[config.mk]
export PLATFORM = sky130hd
export DESIGN_NAME = bfs_sequencer
export DESIGN_NICKNAME = d
export VERILOG_FILES = /design/src/core/bfs_pkg.sv /design/src/core/bfs_hiccup_if.sv /design/src/core/bfs_sequencer.sv /design/src/core/bfs_pin_sync.sv /design/src/core/bfs_hiccup_counter.sv
export SDC_FILE = /design/constraint.sdc
export NUM_CORES = 1
export LEC_CHECK = 0
export BUFFER_PORTS_ARGS = -buffer_cell sky130_fd_sc_hd__buf_2
export CORE_ASPECT_RATIO = 2
export CORE_UTILIZATION = 55
export CTS_CLUSTER_DIAMETER = 80
export DETAILED_ROUTE_END_ITERATION = 12
export PLACE_DENSITY = 0.76
export SLEW_MARGIN = 10
export SYNTH_ARGS = -nofsm -noshare
export SYNTH_HDL_FRONTEND = slang
export SYNTH_SLANG_ARGS = --single-unit
[constraint.sdc]
create_clock -name clk_sys -period 6.6 [get_ports clk_sys]
set_clock_uncertainty 0.1 [all_clocks]
set_input_delay 1.32 -clock clk_sys [delete_from_list [all_inputs] [get_ports clk_sys]]
set_output_delay 1.32 -clock clk_sys [all_outputs]
set_load 0.005 [all_outputs]
[src/core/bfs_pkg.sv]
// Package with constants, states and pin indices of the converter sequencer.
// What this block does
// - High side off on peak limit
// - Low side held until below valley limit
// - Hiccup after 128 cycles below 40%
// - Above 40% keep switching with limiting
// - No hiccup detection during soft-start
// - Hiccup waits retry delay then soft-starts
// - Repeat retry while fault persists
// - Restart after hiccup uses internal ramp
// - Forced PWM negative limit swaps switches
// - Thermal stop above 160, resume below 135
// - Low enable means shutdown, regulator off
// - Standby keeps switches tri-stated
// - Internal supply lockout turns output off
// - Active only with enable and supply
// - Continuous: high on at start, low off at end
// - Continuous in forced PWM at every load
// - Frequency from period setting or sync
// - Fold frequency on minimum time limit
// - Peak floor only in automatic mode
// - Automatic light load: low off at zero
// - Pulse frequency mode below peak floor
// - Mode pin low automatic, high forced PWM
package bfs_pkg;
  // Register byte addresses and reset values.
  localparam logic [7:0]  ADDR_CTRL     = 8'h00;
  localparam logic [7:0]  ADDR_PERIOD   = 8'h04;
  localparam logic [7:0]  ADDR_STATUS   = 8'h08;
  localparam logic [7:0]  PERIOD_RESET  = 8'h19;
  localparam logic        CTRL_RESET    = 1'h0;
  // Hiccup counting and sync supervision.
  localparam logic [7:0]  HICCUP_LAST   = 8'h7f;
  localparam logic [7:0]  SYNC_TIMEOUT  = 8'hff;
  // Retry delay in its own unit and as clock cycles.
  localparam int          CLK_HZ            = 25000000;
  localparam int          RETRY_DELAY_MS    = 46;
  localparam int          RETRY_DELAY_CYC   = RETRY_DELAY_MS * (CLK_HZ / 1000);
  // Positions of the synchronised pin inputs.
  localparam int PIN_EN_SUPPLY = 0;
  localparam int PIN_EN_OUTPUT = 1;
  localparam int PIN_VCC_OK    = 2;
  localparam int PIN_TEMP_HOT  = 3;
  localparam int PIN_TEMP_COOL = 4;
  localparam int PIN_HS_PEAK   = 5;
  localparam int PIN_LS_VALLEY = 6;
  localparam int PIN_NEG_LIM   = 7;
  localparam int PIN_HS_ZERO   = 8;
  localparam int PIN_LS_ZERO   = 9;
  localparam int PIN_OUT_LOW   = 10;
  localparam int PIN_MIN_TIME  = 11;
  localparam int PIN_PEAK_MIN  = 12;
  localparam int PIN_PWM_TRIP  = 13;
  localparam int PIN_SS_DONE   = 14;
  localparam int PIN_MODE      = 15;
  localparam int PIN_SYNC      = 16;
  localparam int PIN_COUNT     = 17;
  // Operating state, one-hot.
  typedef enum logic [5:0] {
    ST_SHUTDOWN = 6'h01, ST_STANDBY = 6'h02, ST_SOFTSTART = 6'h04,
    ST_ACTIVE   = 6'h08, ST_HICCUP  = 6'h10, ST_THERMAL   = 6'h20
  } bfs_state_e;
  // Switching phase inside one cycle, one-hot.
  typedef enum logic [3:0] {
    PH_OFF = 4'h1, PH_HIGH = 4'h2, PH_LOW = 4'h4, PH_NEGHI = 4'h8
  } bfs_phase_e;
endpackage

[src/core/bfs_hiccup_if.sv]
// Interface between the sequencer and its under-voltage cycle counter.
`timescale 1ns/1ps
interface bfs_hiccup_if;
  logic       tick;      // One pulse per switching cycle.
  logic       outLow;    // Output below 40 percent of regulation.
  logic       enable;    // Counting allowed.
  logic       trigger;   // Pulse when the 128th cycle is counted.
  logic [7:0] count;     // Cycles counted so far.
  modport seq (output tick, output outLow, output enable, input trigger, input count);
  modport cnt (input tick, input outLow, input enable, output trigger, output count);
endinterface // bfs_hiccup_if

[src/core/bfs_sequencer.sv]
// Top of the step-down converter state, mode and switch sequencer.
//
// Our own choices: strobed register access and the address map.
`timescale 1ns/1ps
module bfs_sequencer
  import bfs_pkg::*;
#(
  parameter int unsigned RETRY_DELAY_CYCLES = bfs_pkg::RETRY_DELAY_CYC
) (
  input  wire logic                      clk_sys,
  input  wire logic                      reset_n,
  // Comparator and pin inputs from the analog stage, asynchronous.
  input  wire logic [bfs_pkg::PIN_COUNT-1:0] pinIn,
  // Register port.
  input  wire logic [7:0]                regAddr,
  input  wire logic [31:0]               regWrData,
  input  wire logic                      regWrEn,
  input  wire logic                      regRdEn,
  output logic      [31:0]               regRdData,
  // Power stage controls.
  output logic                           gateHs,
  output logic                           gateLs,
  output logic                           switchesHiZ,
  output logic                           ldoEnable,
  output logic                           softStartRun,
  output logic                           useInternalRamp,
  output logic                           forcedPwmMode
);
  import bfs_pkg::*;

  // Whole sequencer state in one record.
  typedef struct packed {
    bfs_state_e  state;      // Operating state.
    bfs_phase_e  phase;      // Switch phase within a cycle.
    logic [7:0]  perCnt;     // Oscillator period counter.
    logic        foldSkip;   // Alternating skip used for frequency foldback.
    logic [20:0] retryCnt;   // Hiccup retry wait counter.
    logic [7:0]  syncWatch;  // Cycles since the last sync edge.
    logic        syncPrev;   // Previous filtered sync level.
    logic        afterHic;   // A hiccup has happened since the last standby or shutdown.
    logic        ctrlTrack;  // Software asks for tracking at first start.
    logic [7:0]  period;     // Switching period in clock cycles.
    logic [31:0] rdData;     // Read data, valid one cycle after a read.
  } bfs_seq_s;
  bfs_seq_s r_q, r_d;

  logic [PIN_COUNT-1:0] pinS;       // Filtered pins.
  logic                 syncEdge;   // Rising edge on the sync pin.
  logic                 syncActive; // External clock present.
  logic                 forced_pwm_mode;       // Forced PWM selected.
  logic                 fold;       // Frequency foldback wanted.
  logic                 oscTick;    // Internal oscillator cycle start.
  logic                 tick;       // Cycle start actually used.
  logic                 running;    // Switching allowed.
  logic                 hot;        // Over-temperature flag.

  bfs_hiccup_if hIf ();

  // Pins cross into this clock through the filtered synchroniser.
  bfs_pin_sync #(
    .WIDTH   (PIN_COUNT)
  ) u_sync (
    .clk_sys  (clk_sys),
    .reset_n  (reset_n),
    .pinRaw   (pinIn),
    .pinClean (pinS)
  );

  // Under-voltage cycle counter.
  bfs_hiccup_counter u_hic (
    .clk_sys (clk_sys),
    .reset_n (reset_n),
    .hIf     (hIf)
  );

  // Sync detection: an edge seen within the timeout means an external clock.
  assign syncEdge   = pinS[PIN_SYNC] && !r_q.syncPrev;
  assign syncActive = (r_q.syncWatch != SYNC_TIMEOUT);
  // Mode pin high or a live sync clock select forced PWM.
  assign forced_pwm_mode       = pinS[PIN_MODE] || syncActive;
  // Foldback on a minimum time limit, or on the peak floor in automatic mode only.
  assign fold       = pinS[PIN_MIN_TIME] || (!forced_pwm_mode && pinS[PIN_PEAK_MIN]);
  assign oscTick    = (r_q.perCnt == 8'h00);
  // Cycle start from the sync clock or the period setting; foldback drops alternate starts.
  assign tick       = (syncActive ? syncEdge : oscTick) && !(fold && r_q.foldSkip);
  assign running    = (r_q.state == ST_SOFTSTART) || (r_q.state == ST_ACTIVE);
  assign hot        = pinS[PIN_TEMP_HOT];

  // Counter hookup: detection is blocked outside steady active operation.
  assign hIf.tick   = tick;
  assign hIf.outLow = pinS[PIN_OUT_LOW];
  assign hIf.enable = (r_q.state == ST_ACTIVE);

  // Next-state logic for the operating state, switch phase and registers.
  always_comb begin
    r_d = r_q;
    r_d.rdData   = 32'h0000_0000;
    r_d.syncPrev = pinS[PIN_SYNC];

    // Sync watchdog saturates once the external clock stops.
    if (syncEdge) begin
      r_d.syncWatch = 8'h00;
    end else if (r_q.syncWatch != SYNC_TIMEOUT) begin
      r_d.syncWatch = r_q.syncWatch + 8'h01;
    end

    // Internal oscillator counts down the programmed period.
    if (oscTick) begin
      r_d.perCnt = r_q.period - 8'h01;
    end else begin
      r_d.perCnt = r_q.perCnt - 8'h01;
    end
    // The skip flag toggles on every potential start in foldback and clears otherwise, so half the starts survive foldback.
    if (syncActive ? syncEdge : oscTick) begin
      r_d.foldSkip = fold ? !r_q.foldSkip : 1'b0;
    end

    // Operating state; thermal shutdown is checked first and outranks all.
    if (hot || (r_q.state == ST_THERMAL && !pinS[PIN_TEMP_COOL])) begin
      r_d.state = ST_THERMAL;
    end else if (!pinS[PIN_EN_SUPPLY]) begin
      r_d.state    = ST_SHUTDOWN;
      r_d.afterHic = 1'b0;
    end else if (!pinS[PIN_VCC_OK] || !pinS[PIN_EN_OUTPUT]) begin
      // Lockout or enable below the output threshold parks the stage.
      r_d.state    = ST_STANDBY;
      r_d.afterHic = 1'b0;
    end else begin
      case (r_q.state)
        // Leaving thermal, shutdown or standby always starts soft.
        ST_THERMAL, ST_SHUTDOWN, ST_STANDBY: begin
          r_d.state = ST_SOFTSTART;
        end
        // Soft-start runs until the ramp reports completion.
        ST_SOFTSTART: begin
          if (pinS[PIN_SS_DONE]) begin
            r_d.state = ST_ACTIVE;
          end
        end
        // Only the counter trigger leaves active; overcurrent alone keeps switching.
        ST_ACTIVE: begin
          if (hIf.trigger) begin
            r_d.state    = ST_HICCUP;
            r_d.afterHic = 1'b1;
            r_d.retryCnt = '0;
          end
        end
        // Wait the retry delay, then try again; a lasting fault repeats this.
        ST_HICCUP: begin
          if (r_q.retryCnt == 21'(RETRY_DELAY_CYCLES - 1)) begin
            r_d.state = ST_SOFTSTART;
          end else begin
            r_d.retryCnt = r_q.retryCnt + 21'h000001;
          end
        end
        default: begin
          r_d.state = ST_SHUTDOWN;
        end
      endcase
    end

    // Switch phase; without permission to switch both gates idle.
    if (!running || r_d.state != r_q.state && !(r_d.state == ST_ACTIVE)) begin
      r_d.phase = PH_OFF;
    end else begin
      case (r_q.phase)
        // High side ends at the peak limit or the loop's trip point.
        PH_HIGH: begin
          if (pinS[PIN_HS_PEAK] || pinS[PIN_PWM_TRIP]) begin
            r_d.phase = PH_LOW;
          end
        end
        // Low side: cycle end, diode emulation and negative limit.
        PH_LOW: begin
          if (tick) begin
            // Above the valley limit the cycle is stretched.
            r_d.phase = pinS[PIN_LS_VALLEY] ? PH_LOW : PH_HIGH;
          end else if (!forced_pwm_mode && pinS[PIN_LS_ZERO] && !pinS[PIN_LS_VALLEY]) begin
            r_d.phase = PH_OFF;
          end else if (forced_pwm_mode && pinS[PIN_NEG_LIM]) begin
            r_d.phase = PH_NEGHI;
          end
        end
        // High side carries the negative current until it reaches zero.
        PH_NEGHI: begin
          if (pinS[PIN_HS_ZERO]) begin
            r_d.phase = PH_OFF;
          end
        end
        // Idle until the next cycle start.
        PH_OFF: begin
          if (tick) begin
            r_d.phase = PH_HIGH;
          end
        end
        default: begin
          r_d.phase = PH_OFF;
        end
      endcase
    end

    // Register writes; the period never goes below two clocks.
    if (regWrEn) begin
      if (regAddr == ADDR_CTRL) begin
        r_d.ctrlTrack = regWrData[0];
      end else if (regAddr == ADDR_PERIOD) begin
        r_d.period = (regWrData[7:0] < 8'h02) ? 8'h02 : regWrData[7:0];
      end
    end
    // Register reads; unmapped addresses answer zero.
    if (regRdEn) begin
      case (regAddr)
        ADDR_CTRL:   r_d.rdData = {31'h0000_0000, r_q.ctrlTrack};
        ADDR_PERIOD: r_d.rdData = {24'h00_0000, r_q.period};
        ADDR_STATUS: r_d.rdData = {12'h000, r_q.phase, hIf.count, r_q.afterHic,
                                   forced_pwm_mode, r_q.state};
        default:     r_d.rdData = 32'h0000_0000;
      endcase
    end
  end

  // State register; all fields take constants on reset.
  always_ff @(posedge clk_sys or negedge reset_n) begin
    if (!reset_n) begin
      r_q           <= '0;
      r_q.state     <= ST_SHUTDOWN;
      r_q.phase     <= PH_OFF;
      r_q.syncWatch <= SYNC_TIMEOUT;
      r_q.ctrlTrack <= CTRL_RESET;
      r_q.period    <= PERIOD_RESET;
    end else begin
      r_q <= r_d;
    end
  end

  // Outputs, all from flip-flops.
  assign gateHs          = (r_q.phase == PH_HIGH) || (r_q.phase == PH_NEGHI);
  assign gateLs          = (r_q.phase == PH_LOW);
  assign switchesHiZ     = !running;
  assign ldoEnable       = (r_q.state != ST_SHUTDOWN);
  assign softStartRun    = (r_q.state == ST_SOFTSTART);
  // Tracking is honoured only for a first start, never after a hiccup.
  assign useInternalRamp = r_q.afterHic || !r_q.ctrlTrack;
  assign forcedPwmMode   = forced_pwm_mode;
  assign regRdData       = r_q.rdData;
endmodule // bfs_sequencer

[src/core/bfs_pin_sync.sv]
// Three-stage pin synchroniser with agreement filter.
`timescale 1ns/1ps
module bfs_pin_sync #(
  parameter int WIDTH = 1
) (
  input  wire logic             clk_sys,
  input  wire logic             reset_n,
  input  wire logic [WIDTH-1:0] pinRaw,
  output logic      [WIDTH-1:0] pinClean
);
  // All state in one struct; the filter only moves when stages two and three agree.
  typedef struct packed {
    logic [WIDTH-1:0] s1;
    logic [WIDTH-1:0] s2;
    logic [WIDTH-1:0] s3;
    logic [WIDTH-1:0] clean;
  } bfs_sync_s;
  bfs_sync_s r_q, r_d;

  // Next-state logic; stage one feeds stage two only.
  always_comb begin
    r_d = r_q;
    r_d.s1 = pinRaw;
    r_d.s2 = r_q.s1;
    r_d.s3 = r_q.s2;
    for (int i = 0; i < WIDTH; i++) begin
      if (r_q.s2[i] == r_q.s3[i]) begin
        r_d.clean[i] = r_q.s3[i];
      end
    end
  end

  // State register.
  always_ff @(posedge clk_sys or negedge reset_n) begin
    if (!reset_n) begin
      r_q <= '0;
    end else begin
      r_q <= r_d;
    end
  end

  assign pinClean = r_q.clean;
endmodule // bfs_pin_sync

[src/core/bfs_hiccup_counter.sv]
// Counter of consecutive switching cycles with the output below 40 percent.
`timescale 1ns/1ps
module bfs_hiccup_counter (
  input wire logic clk_sys,
  input wire logic reset_n,
  bfs_hiccup_if.cnt hIf
);
  import bfs_pkg::*;
  typedef struct packed {
    logic [7:0] count;
  } bfs_cnt_s;
  bfs_cnt_s r_q, r_d;
  logic hit;

  // The trigger fires on the cycle that would make the count 128.
  assign hit = hIf.enable && hIf.tick && hIf.outLow && (r_q.count == HICCUP_LAST);

  // Count only while enabled; any recovery of the output restarts the count.
  always_comb begin
    r_d = r_q;
    if (!hIf.enable || !hIf.outLow) begin
      r_d.count = '0;
    end else if (hIf.tick) begin
      r_d.count = hit ? 8'h00 : r_q.count + 8'h01;
    end
  end

  // State register.
  always_ff @(posedge clk_sys or negedge reset_n) begin
    if (!reset_n) begin
      r_q <= '0;
    end else begin
      r_q <= r_d;
    end
  end

  assign hIf.trigger = hit;
  assign hIf.count   = r_q.count;
endmodule // bfs_hiccup_counter

==> out/metrics.cfg <==
[route]
postRouteAntennaNets = 0
routedWlPerCell_microns = 16.7
dr_total_vias = 4732
wirelength_microns = 13400
drt-pass1-iter-count = 4
met1_length_microns = 4940
maxUsedRoutingLayer = met4
wl_met2_microns = 7460
drt_iter0_drc = 260
vias_per_cell = 5.92
route.detailed.drc = 0
wl_met3_microns = 435

[finish]
fin_area_sq_mm = 0.00757
seq_area_sq_mm = 0.00389
final_cells = 800
nets = 707
drive_gt1_frac = 0.198
area_growth_pct = 13.1
multiInputGateArea_sq_mm = 0.00247
antenna_cells = 0
nFillCells = 907

[sta]
slew_viol_final = 0
slew_headroom = 0.244
worstMarginPinSlew_ns = 1.12
post-route-min-period_ns = 3.84
hold_viol = 0
setup_viol = 0
fmaxAchievable_mhz = 261
period_share = 0.581
grt_setup_unrepaired = no
fin_tns_setup_ns = 0
setup_slack_ns = 2.76

[logic_synthesis]
yosysWarnings = 0
post_synth.cell_area_avg_sq_um = 11.2
syn_area_sq_mm = 0.00669
ys_ff_latch = 155
synthesis.instances = 596
yosysUniqueCellTypes = 63
synth_edf_count = 0
ys.flop_type = dfrtp_1
synth-seq-area-share = 0.582
synthArstFlopShare = 1.00

[power_and_ir_drop]
peakVddDrop_mv = 0.196
comb_power_share = 0.068
p_clk_frac = 0.448
p_int_mw = 1.71
p_seq_frac = 0.484
power_switching_uw = 531
powerDensity_mw_per_mm2 = 295
swShare = 0.237
p_total_mw = 2.24
p_leak_nw = 3.48

[placed_design]
io_buffers = 63
gp_congestion = 0.882
place_ws_ns = 3.07
placed_cells = 768
dpl_cell_area_sq_mm = 0.00695
hpwl_microns = 9080

[cts]
clock-sinks = 155
cts_buffers = 17
clk_pin_slew_ns = 0.06
cts_buffer_depth = 2
cts_resized = 0
cts_tree = yes
htree_levels = 4
cts_hold_buf = 0
cts_root_buf = clkbuf_16
cts_setup_buffers = 0
clk-insertion-delay-late_ns = 0.41

[hold_path]
hold_path_depth = 0
whs_endpoint = u_sync.r_d[18]
hold_path.class = register to register
min-delay-start = u_sync.r_d[35]

[worst_setup_path]
cp-start-kind = register
end_kind = output port
path_delay_family = simple AND/OR/NAND/NOR gates
reg2reg_slack_ns = 3.07
crit_buf_inv = 2
critPathRequiredTime_ns = 5.18
crit_slowest_cell = or4b_2
r2r_cells = 6
arrival_ns = 2.42
slowest_delay_ns = 0.70
r2r_start = r_q[43]
timing_worst_setup_path_type = register to output port
critPathMaxFanout = 10
r2r-end = r_q[59]
path_cells = or4b_2, or3_1, inv_1, nor2_1, buf_2

[grt]
grtUsageTotal = 0.226
grt_pass1_vias = 4704
antenna_found_initial = 0
gr-total-overflow = 0
grt_pass1_wl_microns = 21700
grt_max_degree = 95

[floorplanning]
num_rows = 56
coreArea_sq_mm = 0.0118
start_util = 0.569
die_area_sq_mm = 0.0126
ios = 100
die_w_microns = 80.0
die_h_microns = 158

[run]
cap_violations = 0

[run_status]
status = finished clean

[worst max path at each step]
stage                             end     from  cells after the start
final                     switchesHiZ  r_q[90]                      5
after global routing      switchesHiZ  r_q[90]                      5
after CTS                 switchesHiZ  r_q[90]                      5
after detailed placement      r_q[59]  r_q[43]                      6
after global placement        r_q[59]  r_q[43]                      6
after floorplan           switchesHiZ  r_q[90]                      5
[synthesized netlist by cell type (5+ instances only)]
| cell type | count | area, sq um |
|---|---|---|
| and3_1 | 21 | 131 |
| maj3_1 | 18 | 180 |
| buf_4 | 32 | 240 |
| nand2b_1 | 9 | 56.3 |
| o211ai_1 | 5 | 37.5 |
| a21o_1 | 11 | 82.6 |
| clkbuf_1 | 12 | 45.0 |
| a21oi_1 | 33 | 165 |
| xnor2_1 | 7 | 61.3 |
| inv_1 | 17 | 63.8 |
| a22oi_1 | 7 | 52.6 |
| nor4_1 | 6 | 37.5 |
| or4_1 | 5 | 37.5 |
| o31ai_1 | 5 | 37.5 |
| nand3_1 | 28 | 140 |
| mux2_2 | 9 | 101 |
| a211o_1 | 10 | 87.6 |
| nand2_1 | 31 | 116 |
| dfrtp_1 | 142 | 3550 |
| and2_1 | 17 | 106 |
| a31oi_1 | 7 | 43.8 |
| nor2_1 | 31 | 116 |
| dfstp_2 | 13 | 342 |
| or3_1 | 10 | 62.6 |
| o21ai_0 | 17 | 85.1 |
| nand4_1 | 5 | 31.3 |
| nor2b_1 | 5 | 31.3 |
| nor3_1 | 18 | 90.1 |
[routing by layer]
metal,GRT usage,vias up
li1,-,2195
met1,0.236,2372
met2,0.407,129
met3,0.0490,36
met4,0.133,0
met5,0,-
[layout by cell type, fill, tap and decap left out, drive strengths merged, types with 12 or more instances in the layout]
| cell type | count |
|---|---|
| nand3 | 28 |
| and2 | 17 |
| buf | 65 |
| maj3 | 18 |
| nor2 | 31 |
| nor3 | 18 |
| nand2 | 31 |
| inv | 20 |
| clkbuf | 20 |
| dfstp | 13 |
| a21oi | 34 |
| dfrtp | 142 |
| o21ai | 18 |
| conb | 12 |
| and3 | 21 |
[metrics by stage]
step / util / hold WS [ns]
floorplan: - / 0.231
global placement: 0.591 / 0.231
detailed placement: 0.591 / 0.235
CTS: 0.643 / 0.248
global route: 0.643 / 0.254
finish: 0.643 / 0.246
[power by group through the flow]
| stage | Clock (mW) | Combinational, mW | Sequential [mW] |
|---|---|---|---|
| after global placement | 0 | 0.144 | 1.09 |
| after floorplan | 0 | 0.111 | 1.07 |
| final | 1.00 | 0.152 | 1.08 |
| after detailed placement | 0 | 0.152 | 1.10 |
| after CTS | 1.02 | 0.154 | 1.08 |
| after global routing | 1.06 | 0.170 | 1.09 |
[area by class of cell]
| type | instances | area share |
|---|---|---|
| Sequential cell | 155 | 0.515 |
| Multi-Input combinational cell | 386 | 0.327 |
| Clock buffer | 20 | 0.0603 |
| Timing Repair Buffer | 65 | 0.0445 |
| Tap cell | 145 | 0.0240 |
| Clock inverter | 12 | 0.0213 |
| Inverter | 17 | 0.00843 |
[sequential cells by signal, indices dropped and copies added (netlist names)]
| register | count |
|---|---|
| u_hic.hIf.count | 8 |
| regRdData | 20 |
| u_sync.r_q | 17 |
| u_sync.pinClean | 17 |
| r_q | 59 |
| u_sync.r_d | 34 |
[cell families after synthesis]
group	after synthesis	share of synthesized area
compound gates	123	0.126
xor+xnor	11	0.0144
fa+ha+maj	22	0.0344
buf+inv	66	0.0555
flops	155	0.582
mux	12	0.0196
other cells	1	0.000560
simple gates	206	0.168
Note: power is estimated with default switching activity, not from simulation.
